`src/verilog/nit_pkg.sv`:
```
package nit_pkg;
	localparam logic [7:0] CMD_RESET      = 8'hff;
	localparam logic [7:0] CMD_STATUS     = 8'h70;
	localparam logic [7:0] CMD_STATUS_ENH = 8'h78;
	localparam logic [7:0] CMD_PROGRAM    = 8'h80;
	localparam logic [7:0] CMD_COPYBACK   = 8'h85;
	localparam logic [7:0] CMD_ERASE      = 8'h60;
	localparam logic [7:0] CMD_PROG_NEXT  = 8'h11;
	localparam logic [7:0] CMD_PROG_FINAL = 8'h10;
	localparam logic [7:0] CMD_PROG_CACHE = 8'h15;
	localparam logic [7:0] CMD_ERASE_NEXT = 8'hd1;
	localparam logic [7:0] CMD_ERASE_FIN  = 8'hd0;

	localparam int BIT_FAIL       = 0;
	localparam int BIT_PREV_FAIL  = 1;
	localparam int BIT_VENDOR     = 4;
	localparam int BIT_ARRAY_RDY  = 5;
	localparam int BIT_READY      = 6;
	localparam int BIT_WP         = 7;

	localparam int COL_CYCLES = 2;
	localparam int ROW_CYCLES = 3;

	localparam int CLK_MHZ          = 10;
	localparam int POWER_UP_TIME_US = 1000;
	// Longest time, so rounded down
	localparam int POWER_UP_CYCLES  = POWER_UP_TIME_US * CLK_MHZ;
	localparam int RESET_CYCLES     = 32;
	localparam int ARRAY_CYCLES     = 64;

	typedef enum logic [7:0] {
		ST_POWER_UP    = 8'h01,
		ST_POWER_READY = 8'h02,
		ST_RESET       = 8'h04,
		ST_IDLE        = 8'h08,
		ST_DECODE      = 8'h10,
		ST_ADDR        = 8'h20,
		ST_DATA        = 8'h40,
		ST_ERASE_CONF  = 8'h80
	} nit_state_t;

	typedef enum logic [1:0] {
		OP_PROGRAM  = 2'h0,
		OP_COPYBACK = 2'h1,
		OP_ERASE    = 2'h2
	} nit_op_t;
endpackage

```
`src/verilog/nit_fail_mem.sv`:
```
`timescale 1ns/10ps
// Per-selector fail pair {previous, current}; two registered read ports
module nit_fail_mem #(
	parameter int ADDR_W = 2,
	parameter int DATA_W = 2
) (
	input  wire logic              core_clk,
	input  wire logic              rst,
	input  wire logic              wr_en,
	input  wire logic [ADDR_W-1:0] wr_addr,
	input  wire logic [DATA_W-1:0] wr_data,
	input  wire logic [ADDR_W-1:0] rd_a_addr,
	output logic      [DATA_W-1:0] rd_a_data,
	input  wire logic [ADDR_W-1:0] rd_b_addr,
	output logic      [DATA_W-1:0] rd_b_data
);
	logic [DATA_W-1:0] mem_reg [2**ADDR_W];

	always_ff @(posedge core_clk) begin
		if (rst) begin
			for (int i = 0; i < 2**ADDR_W; i++) begin
				mem_reg[i] <= '0;
			end
		end else if (wr_en) begin
			mem_reg[wr_addr] <= wr_data;
		end
	end

	always_ff @(posedge core_clk) begin
		if (rst) begin
			rd_a_data <= '0;
			rd_b_data <= '0;
		end else begin
			rd_a_data <= mem_reg[rd_a_addr];
			rd_b_data <= mem_reg[rd_b_addr];
		end
	end
endmodule

```
`src/verilog/nit_target.sv`:
```
`timescale 1ns/10ps
// Functional notes
// - No interleaved reads exist
// - Concurrent style defers array until final confirm
// - Overlapped style starts each operation as soon as the array is idle
// - Fail bits per selector, others shared
// - Erase uses 60h/D1h pairs, closes 60h/D0h
// - Hold state when no exit applies
// - Power-on clears flags, unit zero
// - Last command ignores 70h and 78h
// - Busy at power-up, ready within 1 ms, FFh only
// - Idle clears copyback, sets return state
// - Write-protect low discards 80h and 60h
// - Ready/busy is AND of unit ready bits
module nit_target #(
	parameter int SEL_W           = 2,
	parameter int PAGE_BITS       = 6,
	parameter int UNIT_W          = 1,
	parameter int POWER_UP_CYCLES = nit_pkg::POWER_UP_CYCLES,
	parameter int RESET_CYCLES    = nit_pkg::RESET_CYCLES,
	parameter int ARRAY_CYCLES    = nit_pkg::ARRAY_CYCLES
) (
	input  wire logic              core_clk,
	input  wire logic              rst,
	input  wire logic              cmd_valid,
	input  wire logic              addr_valid,
	input  wire logic              data_valid,
	input  wire logic [7:0]        bus_byte,
	input  wire logic              read_req,
	input  wire logic              wp_n,
	input  wire logic              overlap_mode,
	input  wire logic              array_fail,
	output logic                   rdy_busy,
	output logic [7:0]             unit_status_byte,
	output logic                   status_valid,
	output logic                   array_start,
	output logic [SEL_W-1:0]       array_sel,
	output logic [1:0]             array_kind,
	output logic [7:0]             last_command_record,
	output logic [UNIT_W-1:0]      selected_unit,
	output logic                   status_output_flag,
	output logic                   column_change_allowed,
	output logic                   copyback_active,
	output logic                   enhanced_status_required,
	output logic [7:0]             return_state
);
	localparam int NSEL = 2**SEL_W;

	function automatic logic [SEL_W-1:0] sel_of(input logic [23:0] row);
		return row[PAGE_BITS +: SEL_W];
	endfunction

	function automatic logic [SEL_W-1:0] lowest(input logic [NSEL-1:0] m);
		logic [SEL_W-1:0] r;
		r = '0;
		for (int i = NSEL - 1; i >= 0; i--) begin
			if (m[i]) begin
				r = SEL_W'(i);
			end
		end
		return r;
	endfunction

	nit_pkg::nit_state_t state_reg;
	logic [13:0]       wait_cnt_reg;
	logic [7:0]        cmd_reg;
	logic [2:0]        addr_cnt_reg;
	logic [23:0]       row_reg;
	logic [1:0]        op_reg;
	logic [NSEL-1:0]   pending_reg;
	logic              go_reg;
	logic              run_reg;
	logic [7:0]        run_cnt_reg;
	logic [SEL_W-1:0]  run_sel_reg;
	logic [SEL_W-1:0]  stat_sel_reg;
	logic              wp_seen_reg;
	logic              unit_rdy_reg;
	logic [1:0]        fail_run;
	logic [1:0]        fail_stat;
	logic              op_done;
	logic              op_final;
	logic              start_now;

	// Each accepted sub-operation and the sequence's closing confirm
	assign op_done = (state_reg == nit_pkg::ST_DATA) && cmd_valid &&
		(bus_byte == nit_pkg::CMD_PROG_NEXT || bus_byte == nit_pkg::CMD_PROG_FINAL ||
		 bus_byte == nit_pkg::CMD_PROG_CACHE) ||
		(state_reg == nit_pkg::ST_ERASE_CONF) && cmd_valid &&
		(bus_byte == nit_pkg::CMD_ERASE_NEXT || bus_byte == nit_pkg::CMD_ERASE_FIN);
	assign op_final = op_done && (bus_byte == nit_pkg::CMD_PROG_FINAL ||
		bus_byte == nit_pkg::CMD_PROG_CACHE || bus_byte == nit_pkg::CMD_ERASE_FIN);
	// Overlapped starts once the array is idle, concurrent waits for the final confirm
	assign start_now = !run_reg && (pending_reg != '0) && (overlap_mode || go_reg);

	nit_fail_mem #(
		.ADDR_W (SEL_W),
		.DATA_W (2)
	) u_fail_mem (
		.core_clk  (core_clk),
		.rst       (rst),
		.wr_en     (run_reg && run_cnt_reg == 8'h0),
		.wr_addr   (run_sel_reg),
		.wr_data   ({fail_run[0], array_fail}),
		.rd_a_addr (run_sel_reg),
		.rd_a_data (fail_run),
		.rd_b_addr (stat_sel_reg),
		.rd_b_data (fail_stat)
	);

	// Target flow; any state without a matching exit holds
	always_ff @(posedge core_clk) begin
		if (rst) begin
			state_reg    <= nit_pkg::ST_POWER_UP;
			wait_cnt_reg <= '0;
			cmd_reg      <= '0;
			addr_cnt_reg <= '0;
			row_reg      <= '0;
			op_reg       <= '0;
		end else if (cmd_valid && bus_byte == nit_pkg::CMD_RESET &&
				state_reg != nit_pkg::ST_POWER_UP) begin
			state_reg    <= nit_pkg::ST_RESET;
			wait_cnt_reg <= 14'(RESET_CYCLES);
		end else begin
			case (state_reg)
			nit_pkg::ST_POWER_UP: begin
				wait_cnt_reg <= wait_cnt_reg + 14'h1;
				if (wait_cnt_reg >= 14'(POWER_UP_CYCLES - 1)) begin
					state_reg <= nit_pkg::ST_POWER_READY;
				end
			end
			nit_pkg::ST_POWER_READY: begin
				state_reg <= state_reg;
			end
			nit_pkg::ST_RESET: begin
				if (wait_cnt_reg == '0) begin
					state_reg <= nit_pkg::ST_IDLE;
				end else begin
					wait_cnt_reg <= wait_cnt_reg - 14'h1;
				end
			end
			nit_pkg::ST_IDLE: begin
				if (cmd_valid) begin
					cmd_reg   <= bus_byte;
					state_reg <= nit_pkg::ST_DECODE;
				end
			end
			nit_pkg::ST_DECODE: begin
				addr_cnt_reg <= '0;
				case (cmd_reg)
				nit_pkg::CMD_PROGRAM, nit_pkg::CMD_COPYBACK, nit_pkg::CMD_ERASE: begin
					if (!wp_n && cmd_reg != nit_pkg::CMD_COPYBACK) begin
						state_reg <= nit_pkg::ST_IDLE;
					end else begin
						state_reg <= nit_pkg::ST_ADDR;
						op_reg <= (cmd_reg == nit_pkg::CMD_ERASE) ? nit_pkg::OP_ERASE :
							(cmd_reg == nit_pkg::CMD_COPYBACK) ? nit_pkg::OP_COPYBACK :
							nit_pkg::OP_PROGRAM;
						addr_cnt_reg <= (cmd_reg == nit_pkg::CMD_ERASE) ?
							3'(nit_pkg::ROW_CYCLES) :
							3'(nit_pkg::COL_CYCLES + nit_pkg::ROW_CYCLES);
					end
				end
				// Reads have no interleaved form here
				default: state_reg <= nit_pkg::ST_IDLE;
				endcase
			end
			nit_pkg::ST_ADDR: begin
				if (addr_valid) begin
					addr_cnt_reg <= addr_cnt_reg - 3'h1;
					if (addr_cnt_reg <= 3'(nit_pkg::ROW_CYCLES)) begin
						row_reg <= {bus_byte, row_reg[23:8]};
					end
					if (addr_cnt_reg == 3'h1) begin
						state_reg <= (op_reg == nit_pkg::OP_ERASE) ?
							nit_pkg::ST_ERASE_CONF : nit_pkg::ST_DATA;
					end
				end
			end
			nit_pkg::ST_DATA, nit_pkg::ST_ERASE_CONF: begin
				// Data cycles are ignored; only the confirm command is decoded
				if (op_done) begin
					state_reg <= nit_pkg::ST_IDLE;
				end
			end
			default: state_reg <= nit_pkg::ST_POWER_UP;
			endcase
		end
	end

	// Selector queue and array engine
	always_ff @(posedge core_clk) begin
		if (rst || state_reg == nit_pkg::ST_RESET) begin
			pending_reg  <= '0;
			go_reg       <= 1'b0;
			run_reg      <= 1'b0;
			run_cnt_reg  <= '0;
			run_sel_reg  <= '0;
			stat_sel_reg <= '0;
			array_start  <= 1'b0;
			array_sel    <= '0;
			array_kind   <= '0;
		end else begin
			array_start <= start_now;
			if (start_now) begin
				run_reg     <= 1'b1;
				run_sel_reg <= lowest(pending_reg);
				run_cnt_reg <= 8'(ARRAY_CYCLES - 1);
				array_sel   <= lowest(pending_reg);
				array_kind  <= op_reg;
			end else if (run_reg) begin
				run_cnt_reg <= run_cnt_reg - 8'h1;
				if (run_cnt_reg == 8'h0) begin
					run_reg <= 1'b0;
				end
			end
			// New entry wins over the clear of a started selector
			for (int i = 0; i < NSEL; i++) begin
				if (op_done && sel_of(row_reg) == SEL_W'(i)) begin
					pending_reg[i] <= 1'b1;
				end else if (start_now && lowest(pending_reg) == SEL_W'(i)) begin
					pending_reg[i] <= 1'b0;
				end
			end
			if (op_done) begin
				stat_sel_reg <= sel_of(row_reg);
			end
			if (op_final) begin
				go_reg <= 1'b1;
			end else if (pending_reg == '0 && !run_reg) begin
				go_reg <= 1'b0;
			end
		end
	end

	// Tracking variables of the target
	always_ff @(posedge core_clk) begin
		if (rst) begin
			status_output_flag       <= 1'b0;
			column_change_allowed    <= 1'b0;
			copyback_active          <= 1'b0;
			enhanced_status_required <= 1'b0;
			selected_unit            <= '0;
			last_command_record      <= '0;
			return_state             <= 8'(nit_pkg::ST_POWER_UP);
		end else if (cmd_valid && bus_byte == nit_pkg::CMD_RESET &&
				state_reg != nit_pkg::ST_POWER_UP) begin
			last_command_record   <= nit_pkg::CMD_RESET;
			status_output_flag    <= 1'b0;
			column_change_allowed <= 1'b0;
			return_state          <= 8'(nit_pkg::ST_RESET);
		end else begin
			if (state_reg == nit_pkg::ST_IDLE) begin
				copyback_active <= 1'b0;
				return_state    <= 8'(nit_pkg::ST_IDLE);
			end
			if (state_reg == nit_pkg::ST_DECODE) begin
				if (cmd_reg == nit_pkg::CMD_STATUS || cmd_reg == nit_pkg::CMD_STATUS_ENH) begin
					status_output_flag <= 1'b1;
				end else begin
					last_command_record      <= cmd_reg;
					status_output_flag       <= 1'b0;
					enhanced_status_required <= 1'b0;
				end
				if (cmd_reg == nit_pkg::CMD_COPYBACK) begin
					copyback_active <= 1'b1;
				end
			end
		end
	end

	// Ready/busy, write-protect sampling and status output
	always_ff @(posedge core_clk) begin
		if (rst) begin
			unit_rdy_reg     <= 1'b0;
			rdy_busy         <= 1'b0;
			// Idle pin level, so no false change is seen after reset
			wp_seen_reg      <= 1'b1;
			unit_status_byte <= '0;
			status_valid     <= 1'b0;
		end else begin
			// Busy through reset and a concurrent sequence's array work
			unit_rdy_reg <= !(state_reg == nit_pkg::ST_POWER_UP ||
				state_reg == nit_pkg::ST_RESET || (go_reg && !overlap_mode));
			rdy_busy <= &{unit_rdy_reg};
			// Only seen in idle, so a mid-command change cannot glitch status
			if (state_reg == nit_pkg::ST_IDLE && wp_seen_reg != wp_n) begin
				wp_seen_reg <= wp_n;
			end
			status_valid <= read_req && status_output_flag;
			if (read_req && status_output_flag) begin
				unit_status_byte <= '0;
				unit_status_byte[nit_pkg::BIT_FAIL]      <= fail_stat[0];
				unit_status_byte[nit_pkg::BIT_PREV_FAIL] <= fail_stat[1];
				unit_status_byte[nit_pkg::BIT_ARRAY_RDY] <= !run_reg && pending_reg == '0;
				unit_status_byte[nit_pkg::BIT_READY]     <= unit_rdy_reg;
				unit_status_byte[nit_pkg::BIT_WP]        <= wp_seen_reg;
			end
		end
	end
endmodule
```
`config.mk`:
```
export PLATFORM = sky130hd
export DESIGN_NAME = nit_target
export DESIGN_NICKNAME = d
export VERILOG_FILES = /design/src/verilog/nit_pkg.sv /design/src/verilog/nit_fail_mem.sv /design/src/verilog/nit_target.sv
export SDC_FILE = /design/constraint.sdc
export NUM_CORES = 1
export LEC_CHECK = 0
export BUFFER_PORTS_ARGS = -buffer_cell sky130_fd_sc_hd__buf_4
export CORE_MARGIN = 5
export CORE_UTILIZATION = 63
export CTS_CLUSTER_DIAMETER = 150
export DETAILED_ROUTE_END_ITERATION = 8
export PLACE_DENSITY = 0.89
export SYNTH_ARGS = -nofsm -noshare
export SYNTH_HDL_FRONTEND = slang
export SYNTH_SLANG_ARGS = --single-unit
```
`constraint.sdc`:
```
create_clock -name core_clk -period 10.9 [get_ports core_clk]
set_clock_uncertainty 0.05 [all_clocks]
set_input_delay 0.545 -clock core_clk [delete_from_list [all_inputs] [get_ports core_clk]]
set_output_delay 0.545 -clock core_clk [all_outputs]
set_load 0.01 [all_outputs]
```
Word-level counts from Yosys, hierarchy flattened --
Memories as Yosys holds them, arrays and structs flattened. A register that Yosys moved wholly into a read port is not among the register bits. Cells that the tools add are included.
Storage, ports and cells: register bits 102, memory bits (writable) 8, output and inout bits 36, word-level logic and storage cells 220, memories kept 1
Memory list:
- u_fail_mem.mem_reg | depth 4, bits a word 2, read ports 2, clocked after Yosys merged registers in 2, write ports 4, RTL line nit_fail_mem.sv:17 | logic [DATA_W-1:0] mem_reg [2**ADDR_W];
Cells by class: add/sub/neg operators 4, magnitude comparators 2, equal/unequal tests 46, muxes and demuxes 65, bitwise gates (word level) 3, reduce and logical (&&, ||, !) cells 69
Operators by type and width (count):
- $mux 8 | 11
- $pmux 8 s7 | 1
- $eq 8x8->1 const B | 6
- $eq 8x5->1 const B | 4
- $eq 8x7->1 const B | 4
- $mux 2 | 15
- $pmux 14 s2 | 1
- $mux 1 | 24
- $mux 6 | 4
- $logic_and 1x1->1 | 23
- $mux 3 | 7
- $ne 3x3->1 const B | 7
- $reduce_bool 2->1 | 10
- $ne 2x2->1 const B | 9
- $add 14x1->14 const B | 1
- $ge 14x14->1 const B | 1
- $logic_not 14->1 | 1
- $mux 14 | 1
- $reduce_and 7->1 | 2
- $sub 14x1->14 const B | 1
- $logic_or 1x1->1 | 11
- $eq 2x2->1 const B | 5
- $eq 8x1->1 const B | 1
- $eq 8x2->1 const B | 1
- 24 further kinds | 38

Logic depth before layout (Yosys ltp) --
depth after elaboration 12, gate-level depth with buffers 11, mapped depth without buffers 10

Modules after synthesis --
Synthesis repeated with hierarchy kept, for this count alone.
Unflattened totals: cell total of the unflattened synthesis 548, area, all modules 4832.1 um^2
By module, submodules not included:
- nit_target | times used 1, cells an instance 510, area each 4297.9 um^2, sequential area each 1681.6 um^2
- nit_fail_mem | times used 1, cells an instance 38, area each 534.3 um^2, sequential area each 320.3 um^2

Worst setup path after synthesis --
OpenSTA, ideal clock, no wires.
path type reg-to-reg, start point register state_reg[7], end point register wait_cnt_reg[8], library setup time 74 ps, arrival 3666 ps, slack 7110 ps, cell stages (with the launch flop) 12, path buffers 1, period minus slack after synthesis 3790 ps, cells stage by stage dfxtp_1 or4_1 buf_2 nor4_2 inv_1 fa_1 nor2b_1 o31a_1 o211a_1 nor2_1 or3_1 a31oi_1
On the way: longest elaborated chain between the ends 3, elaborated cells on any way between the ends 9, those cells by class eq/ne: 4; mux: 1; reduce/logical: 4
Ends and longest elaborated chain:
- start, declared | RTL line nit_target.sv:64 | nit_pkg::nit_state_t state_reg;
- start signal, assigned | RTL line nit_target.sv:113 | state_reg <= nit_pkg::ST_POWER_UP;
- start signal, assigned | RTL line nit_target.sv:121 | state_reg <= nit_pkg::ST_RESET;
- start signal, assigned | RTL line nit_target.sv:128 | state_reg <= nit_pkg::ST_POWER_READY;
- $eq 8x3->1, or another cell as far along | RTL line nit_target.sv:124 | case (state_reg)
- $ne 2x2->1 (no source line), or another cell as far along
- $reduce_and 2->1 (no source line) / $reduce_or 2->1 (equally long branches)
- end signal, assigned | RTL line nit_target.sv:122 | wait_cnt_reg <= 14'(RESET_CYCLES);
- end signal, assigned | RTL line nit_target.sv:126 | wait_cnt_reg <= wait_cnt_reg + 14'h1;
- end signal, assigned | RTL line nit_target.sv:138 | wait_cnt_reg <= wait_cnt_reg - 14'h1;
- end, declared | RTL line nit_target.sv:65 | logic [13:0] wait_cnt_reg;
Several ways; a longest one is shown, not always the timed one. A chain may end at the register's enable or synchronous reset.

Worst setup path in the final report --
start point register state_reg[7], end point register wait_cnt_reg[12]
The elaborated chain is that of the path after synthesis.

==> metrics.txt <==
CP Capture Type flip-flop; Die ar. 9497 um2; via count 4,295; fraction of layout cells with a size suffix above 1 0.1199; Fill cells 550; most numerous cell in the Yosys netlist dfxtp_1; Ports 53; number of port buffers 40; post-synthesis mux area share 0.07011; Total Wirelength 11,260 um; Worst Hold End cmd_reg[4]; area grow syn2layout 11.01%; worst vdd ir 0.0001369 V; worst reg2reg path startpoint state_reg[7]; worst hold stages 3; DRT Pass-1 Iters 5; largest fanout on the critical path 19; Worst Max-Slew Pin Slew 1.197 ns; CTS Buf Count 9; remaining global-route overflow 0; Static Leak 2.188 nW; ys flop type dfxtp_1; period utilization 0.3299; Final min period 3.596 ns; Clock transition at path regs 0.11 ns; final hold viol count 0; EDFF count, synth 8; post-synth cell types 60; Ys Warns 0; main area contributors after synthesis dfxtp_1 (36%), mux2i_1 (5.6%), a21oi_1 (5.1%), edfxtp_1 (5.0%), nor2_1 (4.9%); deepest clock path buffer count 2; DRT antenna net count 0; post-synthesis register bit count 95; async set or reset register ratio after synthesis 0; worst flop-to-flop path endpoint wait_cnt_reg[12]; path category of the worst min-delay check in -> reg; startpoint types flip-flop; dpl hpwl 7993 um; routed vias/inst 6.216; RSZ-0062 raised after global routing no; root buffer cell clkbuf_8; die height 97.46 um; r2r setup slk 7.30 ns; initial antenna violation count 0; H-tree Lvls 3; Final nets 622; ANT cells 0; Yosys top cell by area dfxtp_1; first-pass GRT wire length 18,760 um; Commonest cells post-synth dfxtp_1 (87), nor2_1 (63), nand2_1 (53), a21oi_1 (49), mux2i_1 (27); fmax 278.1 MHz; Req. time, crit path 11.12 ns; Rows 31; postcts setup bufs 0; GRT Total Usage 0.2370; Initial Util 0.6573; DIE WIDTH 97.46 um; Syn Inst Count 557; largest net degree at the start of global routing 41; hold path startpoint bus_byte[4]; crit path DAT 3.82 ns; main combinational cell family by area after synthesis simple AND/OR/NAND/NOR gates; detailed router's first-iteration violation count 288; status finished clean; post-cts hold buffer count 0; Final Core Density 0.7296; CTS tree yes; final count of negative-setup-slack endpoints 0; DRC violation count after routing 0; share of the synthesized area in the top cell type 0.3615; kind of critical path reg -> reg; clk sinks 95; post-synthesis sequential area ratio 0.4113; simple-gate share of the synthesized area 0.2405; number of global-route vias before repair 4,003; max cap viols 0; pwr/cell area 138.8 nW/um2; setup TNS 0 ns; post-cts sizing count 0; Reg2Reg Depth 11; Slew Viols, Final 0; Syn Std Cell Area 4818 um2; GP Congestion 0.9008; max FFs per register 14; Max-Slew Margin vs Limit 0.1965; routed length per placed instance 16.29 um; Post-Synth XOR/XNOR Area 0.02363; syn_area_per_cell 8.651 um2; Compound-Gate Fraction of Synth Area 0.1555; adder-cell share of the synthesized area 0.04830; Clock Latency Late Sink 0.37 ns; Core Area 7331 um2
-- layout by cell type, fill, tap and decap left out, drive strengths merged, types with 7 or more instances in the layout --
| cell type | synthesis | routed |
|---|---|---|
| nor2 | 63 | 63 |
| nand4 | 7 | 7 |
| nand2 | 53 | 53 |
| conb | 1 | 11 |
| edfxtp | 8 | 8 |
| a21oi | 49 | 49 |
| buf | 15 | 41 |
| nand2b | 14 | 14 |
| dfxtp | 87 | 87 |
| inv | 19 | 22 |
| ha | 17 | 17 |
| or3 | 7 | 7 |
| nand3 | 20 | 20 |
| nor2b | 8 | 8 |
| nor4 | 10 | 10 |
| xnor2 | 9 | 9 |
| nor3 | 18 | 18 |
| o21ai | 27 | 27 |
| clkbuf | 17 | 9 |
| mux2i | 27 | 27 |
-- power by group --
group	switching [mW]	total [mW]	internal, mW	leakage [nW]
combinational	0.0699	0.110	0.0398	1.29
clock	0.143	0.257	0.114	0.113
sequential	0.0123	0.375	0.363	0.783
total	0.225	0.743	0.517	2.19
-- metrics by stage --
stage	instances	cell area (um2)	power, mW	setup WS (ns)	hold slack [ns]
3_3_place_gp	675	5122	0.4852	7.529	0.3825
5_1_grt	691	5349	0.7719	7.092	0.3767
3_5_place_dp	675	5122	0.4897	7.411	0.3931
2_1_floorplan	567	4856	0.4642	7.110	0.3791
4_1_cts	691	5349	0.7409	7.359	0.3680
6_report	691	5349	0.7425	7.304	0.3805
-- area by class of cell --
cell class | count | area [um2] | area share
Clock inverter | 7 | 102.6 | 0.01918
Tap cell | 99 | 123.9 | 0.02316
Clock buffer | 9 | 123.9 | 0.02316
Timing Repair Buffer | 41 | 307.8 | 0.05754
Sequential cell | 95 | 1982 | 0.3705
Multi-Input combinational cell | 421 | 2638 | 0.4931
Inverter | 19 | 71.32 | 0.01333
-- how the worst max path moves through the flow --
| stage | from | end | slack, ns | cells after the start |
|---|---|---|---|---|
| finish | state_reg[7] | wait_cnt_reg[12] | 7.30 | 11 |
| detailed placement | state_reg[7] | wait_cnt_reg[8] | 7.41 | 11 |
| CTS | state_reg[7] | wait_cnt_reg[12] | 7.36 | 11 |
| global placement | state_reg[7] | wait_cnt_reg[8] | 7.53 | 11 |
| floorplan | state_reg[7] | wait_cnt_reg[8] | 7.11 | 11 |
| global route | state_reg[7] | wait_cnt_reg[10] | 7.09 | 11 |
-- cells by family (layout without fill, tap and decap cells) --
logic type / count (synthesis) / in the layout
other cells: 1 / 11
flops: 95 / 95
fa+ha+maj: 18 / 18
simple gates: 227 / 227
mux: 30 / 30
buf+inv: 51 / 76
xor+xnor: 13 / 13
compound gates: 122 / 122
-- metal layers --
metal | vias up | global-route usage | share of wire
met2 | 190 | 0.3964 | 0.49
met1 | 2034 | 0.3026 | 0.41
met5 | - | 0 | 0
met4 | 0 | 0.09372 | 0.023
met3 | 33 | 0.04307 | 0.073
li1 | 2038 | - | -
-- critical path, stage by stage (launching register included) --
cell,delay (ns)
dfxtp_1,0.39
or4_1,0.71
nor4_2,0.27
buf_4,0.29
inv_1,0.17
fa_1,0.42
nor2b_1,0.23
o31a_1,0.28
o2111ai_1,0.16
a21oi_1,0.22
nor2_1,0.06
o221a_2,0.24
No activity file was read; power rests on OpenSTA's default activity.
